File: src/hw/fmsp_regs.vh
// register map, field positions, reset values and timing counts of the serial port
`ifndef FMSP_REGS_VH
`define FMSP_REGS_VH

`define FMSP_ADDR_CONTROL 8'h98
`define FMSP_ADDR_DATA 8'h99
`define FMSP_CONTROL_RESET 8'h00

`define FMSP_BIT_MODE_HIGH 7
`define FMSP_BIT_MODE_LOW 6
`define FMSP_BIT_FILTER 5
`define FMSP_BIT_RX_ENABLE 4
`define FMSP_BIT_TX_NINTH 3
`define FMSP_BIT_RX_NINTH 2
`define FMSP_BIT_TX_DONE 1
`define FMSP_BIT_RX_DONE 0

`define FMSP_MODE_SHIFT 2'h0
`define FMSP_MODE_UART8 2'h1
`define FMSP_MODE_UART9_FIXED 2'h2
`define FMSP_MODE_UART9_VAR 2'h3

`define FMSP_OSC_PER_MC 4'hC
`define FMSP_MC_HALF 4'h6
`define FMSP_FIXED_DIV_FAST 2'h1
`define FMSP_FIXED_DIV_SLOW 2'h3
`define FMSP_SAMPLE_FIRST 4'h6
`define FMSP_SAMPLE_MID 4'h7
`define FMSP_SAMPLE_LAST 4'h8
`define FMSP_DIV16_LAST 4'hF
`define FMSP_SHIFT_RX_INIT 8'hFE
`define FMSP_ASYNC_RX_INIT 11'h7FF

`endif

File: src/hw/fmsp_rx_buffer.v
// receive holding buffer: the second stage of the double-buffered receiver
`timescale 1ns/1ps
module fmsp_rx_buffer #(
  parameter WIDTH = 8
) (
  input wire clock,
  input wire reset,
  input wire load,
  input wire [WIDTH-1:0] load_data,
  output reg [WIDTH-1:0] read_data_q
);

  // storage is its own registered read port
  always @(posedge clock or posedge reset) begin
    if (reset) begin
      read_data_q <= {WIDTH{1'b0}};
    end else if (load) begin
      read_data_q <= load_data;
    end
  end

endmodule

File: src/hw/fmsp_serial_port.v
// four-mode serial port: control register, data buffer, shift and uart engines
//
// Notes on behaviour
// - transmit and receive run concurrently, separate rates
// - receiver double buffered; late frame loses data
// - data read gives receive; write loads transmit
// - control bits: mode, filter, enable, ninths, flags
// - mode codes: shift, uart8, uart9 fixed, uart9
// - nine-bit modes: filter drops ninth-zero frames
// - eight-bit mode: filter drops frames without stop
// - receive enable changed only by software
// - transmit ninth bit sent, software owned
// - received ninth bit or stop, software cleared
// - transmit done after last bit, software clears
// - receive done after last bit, filtered
// - data write starts transmit; falling edge receives
// - shift mode: data on rxd, clock txd
// - shift write loads marker; send one cycle later
// - send shifts right each machine cycle
// - marker position triggers final shift, done
// - shift receive loads 11111110, then receive active
// - receive shifter takes pin each machine cycle
// - zero reaching left end ends reception
// - eight-bit frame: start, eight data, stop
// - clock selects pick timer 2 or timer 1
// - sixteen-times sampling, majority of three
// - transmit starts at next divide-by-16 rollover
// - load only if done clear and qualified
`timescale 1ns/1ps
`include "fmsp_regs.vh"
module fmsp_serial_port (
  input wire clock,
  input wire reset,
  input wire [7:0] sfr_addr,
  input wire sfr_wr,
  input wire sfr_rd,
  input wire [7:0] sfr_wdata,
  output reg [7:0] sfr_rdata_q,
  input wire timer1_overflow,
  input wire timer2_overflow,
  input wire tx_timer_select,
  input wire rx_timer_select,
  input wire double_rate,
  input wire port3_bit0_in,
  output reg port3_bit0_out_q,
  output reg port3_bit0_oe_n_q,
  output reg port3_bit1_out_q
);

  localparam TX_IDLE = 2'h0;
  localparam TX_WAIT = 2'h1;
  localparam TX_START = 2'h2;
  localparam TX_DATA = 2'h3;
  localparam RX_IDLE = 2'h0;
  localparam RX_ARM = 2'h1;
  localparam RX_RUN = 2'h2;

  reg [7:0] ctl_q;
  reg [1:0] tx_state_q;
  reg [1:0] rx_state_q;
  reg tx_pend_q;
  reg [9:0] tx_sh_q;
  reg [3:0] tx_cnt_q;
  reg [3:0] rx_cnt_q;
  reg [10:0] rx_sh_q;
  reg [2:0] rx_votes_q;
  reg [3:0] mc_cnt_q;
  reg [1:0] fix_cnt_q;
  reg t1_half_q;
  reg [2:0] pin_sync_q;
  reg pin_q;
  reg pin_prev_q;
  reg buf_load;
  reg [7:0] buf_data;
  reg set_tx_done;
  reg set_rx_done;
  reg rx_ninth_load;
  reg rx_ninth_val;
  wire [7:0] rx_buf_q;

  wire [1:0] mode = ctl_q[`FMSP_BIT_MODE_HIGH:`FMSP_BIT_MODE_LOW];
  wire mode_shift = (mode == `FMSP_MODE_SHIFT);
  wire filter = ctl_q[`FMSP_BIT_FILTER];
  wire rx_en = ctl_q[`FMSP_BIT_RX_ENABLE];
  wire rx_done = ctl_q[`FMSP_BIT_RX_DONE];
  wire wr_ctl = sfr_wr && (sfr_addr == `FMSP_ADDR_CONTROL);
  wire wr_data = sfr_wr && (sfr_addr == `FMSP_ADDR_DATA);
  wire mc_tick = (mc_cnt_q == `FMSP_OSC_PER_MC - 4'h1);
  wire t1_tick = timer1_overflow && (double_rate || t1_half_q);
  wire fix_tick = (fix_cnt_q == (double_rate ? `FMSP_FIXED_DIV_FAST : `FMSP_FIXED_DIV_SLOW));
  // sixteen-times ticks per direction; each picks its own timer, but both take the fixed divider in uart9 fixed mode
  wire tx_var = tx_timer_select ? timer2_overflow : t1_tick;
  wire rx_var = rx_timer_select ? timer2_overflow : t1_tick;
  wire tx_tick = (mode == `FMSP_MODE_UART9_FIXED) ? fix_tick : tx_var;
  wire rx_tick = (mode == `FMSP_MODE_UART9_FIXED) ? fix_tick : rx_var;
  wire tx_roll = tx_tick && (tx_cnt_q == `FMSP_DIV16_LAST);
  wire send = mode_shift && (tx_state_q == TX_DATA);
  wire receive = mode_shift && (rx_state_q == RX_RUN);
  wire pin_fall = pin_prev_q && !pin_q;
  wire majority = (rx_votes_q[0] & rx_votes_q[1]) | (rx_votes_q[0] & rx_votes_q[2]) |
                  (rx_votes_q[1] & rx_votes_q[2]);

  // machine cycle divider and fixed-rate divider
  always @(posedge clock or posedge reset) begin
    if (reset) begin
      mc_cnt_q <= 4'h0;
      fix_cnt_q <= 2'h0;
      t1_half_q <= 1'b0;
    end else begin
      mc_cnt_q <= mc_tick ? 4'h0 : mc_cnt_q + 4'h1;
      fix_cnt_q <= fix_tick ? 2'h0 : fix_cnt_q + 2'h1;
      if (timer1_overflow) begin
        t1_half_q <= !t1_half_q;
      end
    end
  end

  // pin synchroniser: a change counts once stages two and three agree
  always @(posedge clock or posedge reset) begin
    if (reset) begin
      pin_sync_q <= 3'h7;
      pin_q <= 1'b1;
      pin_prev_q <= 1'b1;
    end else begin
      pin_sync_q <= {pin_sync_q[1:0], port3_bit0_in};
      if (pin_sync_q[1] == pin_sync_q[2]) begin
        pin_q <= pin_sync_q[2];
      end
      pin_prev_q <= pin_q;
    end
  end

  // transmitter; write latches a request, synchronised to the engine tick
  always @(posedge clock or posedge reset) begin
    if (reset) begin
      tx_state_q <= TX_IDLE;
      tx_pend_q <= 1'b0;
      tx_sh_q <= 10'h000;
      tx_cnt_q <= 4'h0;
      set_tx_done <= 1'b0;
    end else begin
      set_tx_done <= 1'b0;
      if (tx_tick) begin
        tx_cnt_q <= tx_cnt_q + 4'h1;
      end
      if (wr_data) begin
        // marker sits above the data (and ninth bit in nine-bit modes)
        tx_pend_q <= 1'b1;
        if (mode_shift || mode == `FMSP_MODE_UART8) begin
          tx_sh_q <= {1'b0, 1'b1, sfr_wdata};
        end else begin
          tx_sh_q <= {1'b1, ctl_q[`FMSP_BIT_TX_NINTH], sfr_wdata};
        end
        tx_state_q <= TX_IDLE;
      end else begin
        case (tx_state_q)
          TX_IDLE: begin
            if (tx_pend_q && mode_shift && mc_tick) begin
              tx_state_q <= TX_WAIT;
              tx_pend_q <= 1'b0;
            end else if (tx_pend_q && !mode_shift && tx_roll) begin
              tx_state_q <= TX_START;
              tx_pend_q <= 1'b0;
            end
          end
          TX_WAIT: begin
            // one full machine cycle before send
            if (mc_tick) begin
              tx_state_q <= TX_DATA;
            end
          end
          TX_START: begin
            if (tx_roll) begin
              tx_state_q <= TX_DATA;
            end
          end
          TX_DATA: begin
            if (mode_shift ? mc_tick : tx_roll) begin
              tx_sh_q <= {1'b0, tx_sh_q[9:1]};
              if (mode_shift ? (tx_sh_q[9:1] == 9'h001) : (tx_sh_q[9:1] == 9'h000)) begin
                tx_state_q <= TX_IDLE;
                set_tx_done <= 1'b1;
              end
            end
          end
          default: tx_state_q <= TX_IDLE;
        endcase
      end
    end
  end

  // receiver engines for shift mode and the uart modes
  always @(posedge clock or posedge reset) begin
    if (reset) begin
      rx_state_q <= RX_IDLE;
      rx_sh_q <= `FMSP_ASYNC_RX_INIT;
      rx_cnt_q <= 4'h0;
      rx_votes_q <= 3'h7;
    end else begin
      case (rx_state_q)
        RX_IDLE: begin
          if (mode_shift && rx_en && !rx_done) begin
            rx_state_q <= RX_ARM;
          end else if (!mode_shift && rx_en && pin_fall) begin
            rx_state_q <= RX_RUN;
            rx_sh_q <= `FMSP_ASYNC_RX_INIT;
            rx_cnt_q <= 4'h0;
          end
        end
        RX_ARM: begin
          if (mc_tick) begin
            rx_sh_q <= {3'h7, `FMSP_SHIFT_RX_INIT};
            rx_state_q <= RX_RUN;
          end
        end
        RX_RUN: begin
          if (mode_shift) begin
            if (mc_tick) begin
              rx_sh_q[7:0] <= {rx_sh_q[6:0], pin_q};
              if (!rx_sh_q[7]) begin
                rx_state_q <= RX_IDLE;
              end
            end
          end else if (rx_tick) begin
            rx_cnt_q <= rx_cnt_q + 4'h1;
            if (rx_cnt_q == `FMSP_SAMPLE_FIRST) begin
              rx_votes_q[0] <= pin_q;
            end
            if (rx_cnt_q == `FMSP_SAMPLE_MID) begin
              rx_votes_q[1] <= pin_q;
            end
            if (rx_cnt_q == `FMSP_SAMPLE_LAST + 4'h1) begin
              // false start returns to the edge search
              if (rx_sh_q == `FMSP_ASYNC_RX_INIT && majority) begin
                rx_state_q <= RX_IDLE;
              end else begin
                rx_sh_q <= {majority, rx_sh_q[10:1]};
                if ((mode == `FMSP_MODE_UART8) ? !rx_sh_q[2] : !rx_sh_q[1]) begin
                  rx_state_q <= RX_IDLE;
                end
              end
            end
          end
          if (rx_tick && !mode_shift && rx_cnt_q == `FMSP_SAMPLE_LAST) begin
            rx_votes_q[2] <= pin_q;
          end
        end
        default: rx_state_q <= RX_IDLE;
      endcase
    end
  end

  // completion qualifier; stale done flag or failed filter drops the frame
  always @* begin : rx_finish
    integer i;
    reg qual;
    buf_load = 1'b0;
    buf_data = 8'h00;
    rx_ninth_load = 1'b0;
    rx_ninth_val = 1'b0;
    set_rx_done = 1'b0;
    qual = 1'b0;
    i = 0;
    if (rx_state_q == RX_RUN && mode_shift && mc_tick && !rx_sh_q[7]) begin
      // first bit in sits at bit 6, the pin bit is the msb
      for (i = 0; i < 7; i = i + 1) begin
        buf_data[i] = rx_sh_q[6 - i];
      end
      buf_data[7] = pin_q;
      buf_load = !rx_done;
      set_rx_done = !rx_done;
    end else if (rx_state_q == RX_RUN && !mode_shift && rx_tick &&
                 rx_cnt_q == `FMSP_SAMPLE_LAST + 4'h1 && rx_sh_q != `FMSP_ASYNC_RX_INIT) begin
      if (mode == `FMSP_MODE_UART8 && !rx_sh_q[2]) begin
        buf_data = rx_sh_q[10:3];
        qual = majority;
        rx_ninth_val = majority;
        set_rx_done = !rx_done && (!filter || qual);
      end else if (mode != `FMSP_MODE_UART8 && !rx_sh_q[1]) begin
        buf_data = rx_sh_q[9:2];
        qual = rx_sh_q[10];
        rx_ninth_val = rx_sh_q[10];
        set_rx_done = !rx_done && (!filter || qual);
      end
      buf_load = set_rx_done;
      rx_ninth_load = set_rx_done;
    end
  end

  // second receive stage
  fmsp_rx_buffer #(
    .WIDTH(8)
  ) u_rx_buffer (
    .clock(clock),
    .reset(reset),
    .load(buf_load),
    .load_data(buf_data),
    .read_data_q(rx_buf_q)
  );

  // control register; hardware set wins over a software clear
  always @(posedge clock or posedge reset) begin
    if (reset) begin
      ctl_q <= `FMSP_CONTROL_RESET;
    end else begin
      if (wr_ctl) begin
        ctl_q <= sfr_wdata;
      end
      if (rx_ninth_load) begin
        ctl_q[`FMSP_BIT_RX_NINTH] <= rx_ninth_val;
      end
      if (set_tx_done) begin
        ctl_q[`FMSP_BIT_TX_DONE] <= 1'b1;
      end
      if (set_rx_done) begin
        ctl_q[`FMSP_BIT_RX_DONE] <= 1'b1;
      end
    end
  end

  // register read port, one cycle behind the strobe
  always @(posedge clock or posedge reset) begin
    if (reset) begin
      sfr_rdata_q <= 8'h00;
    end else if (sfr_rd) begin
      if (sfr_addr == `FMSP_ADDR_CONTROL) begin
        sfr_rdata_q <= ctl_q;
      end else if (sfr_addr == `FMSP_ADDR_DATA) begin
        sfr_rdata_q <= rx_buf_q;
      end else begin
        sfr_rdata_q <= 8'h00;
      end
    end
  end

  // pins: shift clock low in first half of each active machine cycle
  always @(posedge clock or posedge reset) begin
    if (reset) begin
      port3_bit0_out_q <= 1'b1;
      port3_bit0_oe_n_q <= 1'b1;
      port3_bit1_out_q <= 1'b1;
    end else if (mode_shift) begin
      port3_bit0_out_q <= send ? tx_sh_q[0] : 1'b1;
      port3_bit0_oe_n_q <= !send;
      port3_bit1_out_q <= !((send || receive) && mc_cnt_q < `FMSP_MC_HALF);
    end else begin
      port3_bit0_out_q <= 1'b1;
      port3_bit0_oe_n_q <= 1'b1;
      port3_bit1_out_q <= (tx_state_q == TX_START) ? 1'b0 :
                          (tx_state_q == TX_DATA) ? tx_sh_q[0] : 1'b1;
    end
  end

endmodule

File: config.mk
export PLATFORM = sky130hd
export DESIGN_NAME = fmsp_serial_port
export DESIGN_NICKNAME = d
export VERILOG_FILES = /design/src/hw/fmsp_rx_buffer.v /design/src/hw/fmsp_serial_port.v
export VERILOG_INCLUDE_DIRS = /design/src /design/src/hw
export SDC_FILE = /design/constraint.sdc
export NUM_CORES = 1
export LEC_CHECK = 0
export BUFFER_PORTS_ARGS = -buffer_cell sky130_fd_sc_hd__buf_2
export CELL_PAD_IN_SITES_DETAIL_PLACEMENT = 0
export CELL_PAD_IN_SITES_GLOBAL_PLACEMENT = 2
export CORE_MARGIN = 1.5
export CORE_UTILIZATION = 39
export CTS_CLUSTER_DIAMETER = 30
export DETAILED_ROUTE_END_ITERATION = 8
export PLACE_DENSITY = 0.78
export RECOVER_POWER = 50
export SYNTH_ARGS = -nofsm -noshare
export SYNTH_HDL_FRONTEND = slang
export SYNTH_SLANG_ARGS = --single-unit
export TNS_END_PERCENT = 30
File: constraint.sdc
create_clock -name clock -period 3 [get_ports clock]
set_input_delay 0.45 -clock clock [delete_from_list [all_inputs] [get_ports clock]]
set_output_delay 0.45 -clock clock [all_outputs]
set_load 0.1 [all_outputs]
==> flow_summary.toml, run 1 <==
[floorplan]
die_y_um = 107
fp.coreArea_um2 = 10400
start_util_pct = 40.5
io-pin-count = 37
rows = 37
fp.dieW_um = 107
die_area_um2 = 11500

[min_path]
min_from = "port3_bit0_in"
min_path_cells = 1
min_path_type = "input pin to register"
holdPathEnd = "pin_sync_q[0]$_DFF_PP1_"

[final_layout]
final_layout_size_suffix_gt1_share_pct = 25.3
n_antenna_cell = 0
design_area_um2 = 4720
multi_input_area_um2 = 2070
fin_nets = 474
fillers = 1020
regArea_um2 = 1950
area_delta_synth_final_pct = 11.9

[sta]
slew_headroom_pct = 20.2
fmax_mhz = 401
fin_crit_sh_pct = 83.2
grt_setup_unrepaired = "no"
clock_skew_ps = 11.1
min_period_ps = 2500
setup_viol = 0
fin_setup_tns_ps = 0
maxSlewViolCount = 0
hold_viol_final = 0
worstMarginPinSlew_ps = 1200

[global_routing]
grt_pass1_vias = 3083
grt_use_total_pct = 17.9
grt_antenna_before_repair = 0
grt_max_degree = 49
grt_first_pass_wirelength_um = 15900
globalRoute.totalOverflow = 0

[synthesis]
synthArstFlopShare_pct = 100
synth_ff_type = "dfrtp_1"
synth_nets = 440
syn_inst = 400
synth_cell_types = 71
ys_seq_area_share_pct = 46.3
synth_edf_count = 0
yosys_warnings = 0
avgSynthCellArea_um2 = 10.6
synth.cell_area_um2 = 4220
post-synth-top-area-cell = "dfrtp_1"
synth.top_cell.area_share_pct = 32.6
synth_common_cells = "55 x dfrtp_1, 37 x nand2_1, 32 x mux2i_1"
yosysMostFrequentCell = "dfrtp_1"
ys_ff_latch = 77
synth_area_leaders = "dfrtp_1 33%, dfstp_2 14%, mux2i_1 7.6%, mux2_2 5.3%, ha_1 4.1%"

[setup_path]
r2r-end = "rx_sh_q[2]$_DFFE_PP1P_"
rr_startpoint = "ctl_q[6]$_DFFE_PP0P_"
cp.arrival_ps = 2780
worstSetupPathType = "register to register"
rrSetupSlack_ps = 500
rr_worst_depth = 6
crit_path_end_kind = "register"
crit_fanout = 15
cp-start-kind = "register"
crit_required_ps = 3280

[clock_tree]
cts_made_buffers = 9
htree_levels = 3
clkTransAtPathRegs_ps = 80
cts_tree = "yes"
postCtsSetupBuffers = 0
postCtsHoldBufs = 0
ctsLongestPathBuffers = 2
root_buffer = "clkbuf_8"
cts_resized = 0
insertion_delay_ps = 360
cts_sinks = 77

[place]
io_buffers = 36
gp_congestion = 0.774
dpl_cell_area_um2 = 4510
dpl.hpwl_um = 6960

[pwr]
power.density_nw_per_um2 = 767
p_comb_share_pct = 31.5
p_int_mw = 2.34
p_sw_mw = 1.28
clockPowerShare_pct = 24.8
p_leak_nw = 2.15
vdd_drop_max_mv = 0.356
power_mw = 3.62
switching_share_pct = 35.5
power_frac_seq_pct = 43.8

[detailed_routing]
firstDrtPassIters = 6
route.detailed.drc = 0
ant_nets = 0
vias_per_cell = 5.30
drtIter0Drc = 203
vias = 3048
drt-total-wl_um = 9610
wire_per_inst_um = 16.7

[outcome]
status = "finished clean"

[job]
maxCapViolCount = 0
-- sequential cells by signal (all words and copies together) (netlist names), 2 cells and up --
name,flops
rx_sh_q,11
tx_sh_q,10
ctl_q,8
sfr_rdata_q,8
u_rx_buffer.read_data_q,8
mc_cnt_q,4
rx_cnt_q,4
tx_cnt_q,4
pin_sync_q,3
rx_votes_q,3
fix_cnt_q,2
rx_state_q,2
tx_state_q,2
-- how the worst max path moves through the flow --
stage,startpoint,cells past startpoint,end
after floorplan,reset,1,ctl_q[0]$_DFFE_PP0P_
after global placement,ctl_q[6]$_DFFE_PP0P_,6,rx_sh_q[3]$_DFFE_PP1P_
after detailed placement,ctl_q[6]$_DFFE_PP0P_,5,u_rx_buffer.read_data_q[2]$_DFFE_PP0P_
after CTS,ctl_q[6]$_DFFE_PP0P_,5,u_rx_buffer.read_data_q[2]$_DFFE_PP0P_
after global routing,ctl_q[6]$_DFFE_PP0P_,6,rx_sh_q[0]$_DFFE_PP1P_
final,ctl_q[6]$_DFFE_PP0P_,6,rx_sh_q[2]$_DFFE_PP1P_
-- power groups by stage --
stage / Clock (mW) / Combinational [mW] / Sequential [mW]
after floorplan: 0 / 0.889 / 1.55
after detailed placement: 0 / 1.14 / 1.61
after CTS: 0.913 / 1.15 / 1.58
after global routing: 0.970 / 1.27 / 1.63
after global placement: 0 / 1.13 / 1.60
final: 0.898 / 1.14 / 1.58
-- final cells by class --
class | instances | area share (%)
Clock buffer | 11 | 2.99
Timing Repair Buffer | 40 | 4.40
Inverter | 26 | 2.07
Multi-Input combinational cell | 280 | 43.8
Sequential cell | 77 | 41.4
Tap cell | 136 | 3.60
Clock inverter | 5 | 1.75
-- through the flow --
stage / worst slack, ps / util (%) / cells / hold slack, ps
finish: 504 / 45.3 / 575 / 195
global route: 297 / 45.3 / 575 / 170
CTS: 502 / 45.5 / 575 / 178
detailed placement: 502 / 43.3 / 559 / 349
global placement: 580 / 43.3 / 559 / 350
floorplan: 620 / - / 400 / 345
-- logic make-up (layout without fill, tap and decap cells) --
group           count (synthesis)  after routing  share of synthesized area (%)
mux                            55             55                           13.9
simple gates                  114            114                           14.8
compound gates                 88             88                           14.2
buf+inv                        43             82                           4.71
fa+ha+maj                      16             16                           4.62
flops                          77             77                           46.3
xor+xnor                        7              7                           1.45
-- worst max-delay path, stage by stage (launching register included) --
cell	delay (ps)
dfrtp_1	620
or2_2	460
nor2_1	180
nor2_1	160
nor2_1	100
a311oi_4	500
mux2_2	390
-- layout by cell type, fill, tap and decap left out, types with 3 or more instances in the layout --
| cell type | Yosys | layout |
|---|---|---|
| mux2i_1 | 32 | 32 |
| dfstp_2 | 22 | 20 |
| nand4_1 | 3 | 3 |
| and4_1 | 3 | 3 |
| nand2_1 | 37 | 37 |
| dfrtp_1 | 55 | 55 |
| xnor2_1 | 4 | 4 |
| nand3b_1 | 4 | 4 |
| o21ai_0 | 23 | 23 |
| buf_4 | 1 | 3 |
| o211ai_1 | 3 | 3 |
| nand3_1 | 10 | 10 |
| buf_2 | 3 | 36 |
| ha_1 | 14 | 14 |
| o31ai_1 | 3 | 3 |
| a22o_1 | 5 | 5 |
| mux2_2 | 20 | 20 |
| a21oi_1 | 16 | 16 |
| nor2_1 | 18 | 18 |
| inv_1 | 26 | 26 |
| nor3_1 | 3 | 3 |
| nor2b_1 | 6 | 6 |
| o22ai_1 | 12 | 12 |
| xor2_1 | 3 | 3 |
| and3_1 | 4 | 4 |
| clkbuf_8 | 0 | 10 |
-- metal layers --
layer | vias to the layer above | GRT usage [%] | wire (um)
met5 | - | 0 | 0
met4 | 0 | 6.29 | 115
met3 | 10 | 3.77 | 387
met2 | 61 | 27.2 | 4370
met1 | 1472 | 25.3 | 4730
li1 | 1505 | - | -
Note: power is estimated with default switching activity, not from simulation.
==> run 2, diff against run 1 <==
Clock period 3 ns to 2.4 ns, I/O delays scaled along.
==> flow_summary.toml, run 2 (synthesis gave the netlist of run 1 again) <==
[outcome]
status = "finished clean"

[min_path]
holdPathEnd = "pin_sync_q[0]$_DFF_PP1_"
min_path_cells = 1
min_path_type = "input pin to register"
min_from = "port3_bit0_in"

[pwr]
power_frac_seq_pct = 42.8
power.density_nw_per_um2 = 955
p_sw_mw = 1.59
p_leak_nw = 2.22
vdd_drop_max_mv = 0.482
p_int_mw = 3.03
switching_share_pct = 34.4
clockPowerShare_pct = 25.4
p_comb_share_pct = 31.8

[sta]
worstMarginPinSlew_ps = 1060
fin_setup_tns_ps = 0
fin_crit_sh_pct = 94.3
slew_headroom_pct = 29.3
grt_setup_unrepaired = "no"
setup_viol = 0
fmax_mhz = 442
maxSlewViolCount = 0
layout_setup_ws_ps = 136
clock_skew_ps = 6.89
min_period_ps = 2260
hold_viol_final = 0

[final_layout]
area_delta_synth_final_pct = 14.6
n_antenna_cell = 0
largest_register_ffs = 11
top_register = "rx_sh_q"
final_common_cell = "dfrtp_1"
fin_nets = 489
fillers = 1030
reg_top3 = "rx_sh_q (11), tx_sh_q (10)"
final_layout_size_suffix_gt1_share_pct = 27.5
final_cell_mix = "55 x dfrtp_1, 37 x nand2_1, 36 x buf_2"

[clock_tree]
root_buffer = "clkbuf_8"
postCtsHoldBufs = 0
cts_sinks = 77
ctsLongestPathBuffers = 2
insertion_delay_ps = 360
clkTransAtPathRegs_ps = 80
cts_resized = 0
htree_levels = 3
cts_tree = "yes"
postCtsSetupBuffers = 0
cts_made_buffers = 9

[detailed_routing]
drtIter0Drc = 116
vias_per_cell = 5.24
vias = 3092
firstDrtPassIters = 4
wire_per_inst_um = 16.1
ant_nets = 0
route.detailed.drc = 0
drt-total-wl_um = 9510

[setup_path]
cp_slowest_cell = "a311oi_4"
cp.arrival_ps = 2550
max_stage_delay_ps = 580
rr_worst_depth = 7
r2r-end = "rx_sh_q[7]$_DFFE_PP1P_"
cp-start-kind = "register"
cp_cell_sequence = "buf_4 -> nor2b_4 -> nand3_1 -> o21ai_1 -> nand3_1 -> a311oi_4 -> mux2_2"
critPathTopFamily = "compound AO/OA/AOI/OAI gates"
crit_required_ps = 2690
rr_startpoint = "ctl_q[6]$_DFFE_PP0P_"
worstSetupPathType = "register to register"
rrSetupSlack_ps = 140
crit_path_end_kind = "register"
path_common_cell = "nand3_1"
cp_num_buf_inv = 1
crit_fanout = 8

[floorplan]
fp.dieW_um = 107
io-pin-count = 37
die_y_um = 107
rows = 37
fp.coreArea_um2 = 10400
start_util_pct = 40.5
die_area_um2 = 11500

[job]
maxCapViolCount = 0

[place]
io_buffers = 36
gp_congestion = 0.761
dpl.hpwl_um = 7000
dp_slack_ps = 155

[global_routing]
grt_first_pass_wirelength_um = 15700
grt_max_degree = 32
grt_pass1_vias = 3041
grt_antenna_before_repair = 0
grt_use_total_pct = 17.7
globalRoute.totalOverflow = 0
## run 2: how the worst max path moves through the flow
| stage | endpoint | depth (start not counted) | start |
|---|---|---|---|
| floorplan | ctl_q[0]$_DFFE_PP0P_ | 1 | reset |
| global placement | rx_sh_q[1]$_DFFE_PP1P_ | 7 | ctl_q[6]$_DFFE_PP0P_ |
| detailed placement | rx_sh_q[7]$_DFFE_PP1P_ | 7 | ctl_q[6]$_DFFE_PP0P_ |
| CTS | rx_sh_q[7]$_DFFE_PP1P_ | 7 | ctl_q[6]$_DFFE_PP0P_ |
| global route | rx_sh_q[5]$_DFFE_PP1P_ | 7 | ctl_q[6]$_DFFE_PP0P_ |
| finish | rx_sh_q[7]$_DFFE_PP1P_ | 7 | ctl_q[6]$_DFFE_PP0P_ |
## run 2: power groups by stage
stage,registers (mW),clock network (mW),logic [mW]
2_1_floorplan,1.94,0,1.11
3_3_place_gp,1.99,0,1.47
3_5_place_dp,2.00,0,1.47
4_1_cts,1.98,1.20,1.49
5_1_grt,2.02,1.26,1.65
6_report,1.98,1.17,1.47
## run 2: area by class of cell
class	instances	area (um^2)	share of cell area, %
Multi-Input combinational cell	280	2070	42.7
Sequential cell	77	1950	40.4
Timing Repair Buffer	55	317	6.54
Tap cell	136	170	3.52
Clock buffer	11	131	2.72
Clock inverter	5	100	2.07
Inverter	26	97.6	2.02
## run 2: through the flow
step	util [%]	hold WS, ps	instance area (um^2)	power [mW]	cells
after floorplan	-	345	4220	3.05	400
after global placement	44.4	346	4630	3.46	574
after detailed placement	44.4	347	4630	3.48	574
after CTS	46.6	77.1	4860	4.67	590
after global routing	46.5	77.3	4840	4.93	590
final	46.5	94.1	4840	4.62	590
## run 2: metal layers
layer / track usage [%] / wire (um)
met5: 0 / 0
met4: 7.62 / 146
met3: 2.74 / 375
met2: 26.8 / 4240
met1: 25.1 / 4750
## run 2: worst reg2reg max path: stages (launching register included)
cell,delay [ps]
dfrtp_1,400
buf_4,190
nor2b_4,180
nand3_1,110
o21ai_1,170
nand3_1,170
a311oi_4,580
mux2_2,400
==> run 3, diff against run 2 <==
Settings changed: HOLD_SLACK_MARGIN set to 0.12.
==> flow_summary.toml, run 3 (synthesis gave the netlist of run 1 again) <==
[setup_path]
crit_required_ps = 2680
cp-start-kind = "register"
rr_startpoint = "ctl_q[6]$_DFFE_PP0P_"
worstSetupEndpoint = "rx_sh_q[7]$_DFFE_PP1P_"
r2r-end = "rx_sh_q[7]$_DFFE_PP1P_"
worstSetupPathType = "register to register"
rrSetupSlack_ps = 140
crit_fanout = 8
crit_path_end_kind = "register"
cp-startpoint = "ctl_q[6]$_DFFE_PP0P_"
cp.arrival_ps = 2550
rr_worst_depth = 7

[detailed_routing]
ant_nets = 0
met2_length_um = 4290
drt-total-wl_um = 9550
route.detailed.drc = 0
vias = 3129
wire_per_inst_um = 16.1
vias_per_cell = 5.29
wl_met1_um = 4740
drtIter0Drc = 147
dr_wl_met3_um = 402
firstDrtPassIters = 4
top_layer = "met4"

[floorplan]
start_util_pct = 40.5
die_y_um = 107
die_area_um2 = 11500
fp.dieW_um = 107
fp.coreArea_um2 = 10400
rows = 37
io-pin-count = 37

[sta]
worstMarginPinSlew_ps = 1040
fin_crit_sh_pct = 94.4
layout_setup_ws_ps = 135
slew_headroom_pct = 30.5
hold_viol_final = 0
min_period_ps = 2260
setup_viol = 0
fin_setup_tns_ps = 0
fmax_mhz = 442
clock_skew_ps = 7.82
maxSlewViolCount = 0
grt_setup_unrepaired = "no"

[place]
dp_slack_ps = 155
io_buffers = 36
dpl.hpwl_um = 7000
gp_congestion = 0.761

[final_layout]
largest_register_ffs = 11
top_register = "rx_sh_q"
final_layout_size_suffix_gt1_share_pct = 27.2
final_common_cell = "dfrtp_1"
final_cell_mix = "55 x dfrtp_1, 37 x nand2_1, 37 x buf_2"
utilization_pct = 46.6
area_delta_synth_final_pct = 15.0
fin_nets = 491
reg_top3 = "rx_sh_q (11), tx_sh_q (10)"
n_antenna_cell = 0

[clock_tree]
root_buffer = "clkbuf_8"
clkTransAtPathRegs_ps = 80
cts_resized = 0
cts_tree = "yes"
postCtsHoldBufs = 2
cts_made_buffers = 9
postCtsSetupBuffers = 0
insertion_delay_ps = 350
htree_levels = 3
cts_sinks = 77
ctsLongestPathBuffers = 2

[outcome]
status = "finished clean"

[global_routing]
grt_use_total_pct = 17.7
globalRoute.totalOverflow = 0
grt_first_pass_wirelength_um = 15700
grt_antenna_before_repair = 0
grt_pass1_vias = 3041
grt_max_degree = 32

[pwr]
vdd_drop_max_mv = 0.482
power.density_nw_per_um2 = 951
p_leak_nw = 2.23

[min_path]
min_from = "timer1_overflow"
min_path_type = "input pin to register"

[job]
maxCapViolCount = 0
run 3: cell type report:
type	instances	area (um^2)
Fill cell	1031	5560
Sequential cell	77	1950
Timing Repair Buffer	57	334
Clock buffer	11	131
Multi-Input combinational cell	280	2070
Inverter	26	97.6
Clock inverter	5	100
Tap cell	136	170
run 3: critical path, stage by stage, from the launching register on:
cell and delay, ps:
dfrtp_1 400, buf_4 190, nor2b_4 180, nand3_1 110, o21ai_1 170, nand3_1 170
a311oi_4 580, mux2_2 400
run 3: layer usage:
metal  vias up  track usage (%)
li1       1533                -
met1      1512             25.1
met2        75             26.8
met3         9             2.74
met4         0             7.62
met5         -                0
run 3: worst min-delay path by stage:
| stage | end | slack, ps | cells after the start |
|---|---|---|---|
| 6_report | t1_half_q$_DFFE_PP0P_ | 190 | 2 |
| 3_5_place_dp | pin_sync_q[1]$_DFF_PP1_ | 350 | 0 |
| 5_1_grt | t1_half_q$_DFFE_PP0P_ | 180 | 2 |
| 2_1_floorplan | pin_sync_q[1]$_DFF_PP1_ | 350 | 0 |
| 4_1_cts | t1_half_q$_DFFE_PP0P_ | 170 | 2 |
| 3_3_place_gp | pin_sync_q[1]$_DFF_PP1_ | 350 | 0 |
run 3: per-stage QoR:
step / power (mW) / cell area, um^2 / hold WS, ps / std cells
floorplan: 3.05 / 4220 / 345 / 400
global placement: 3.46 / 4630 / 346 / 574
detailed placement: 3.48 / 4630 / 347 / 574
CTS: 4.67 / 4880 / 171 / 592
global route: 4.94 / 4850 / 178 / 592
finish: 4.62 / 4850 / 194 / 592
run 3: report_power, final:
part / total [mW] / switching (mW) / internal (mW) / leakage, nW
Clock: 1.17 / 0.479 / 0.689 / 0.117
Combinational: 1.47 / 0.783 / 0.690 / 1.17
Sequential: 1.98 / 0.320 / 1.66 / 0.937
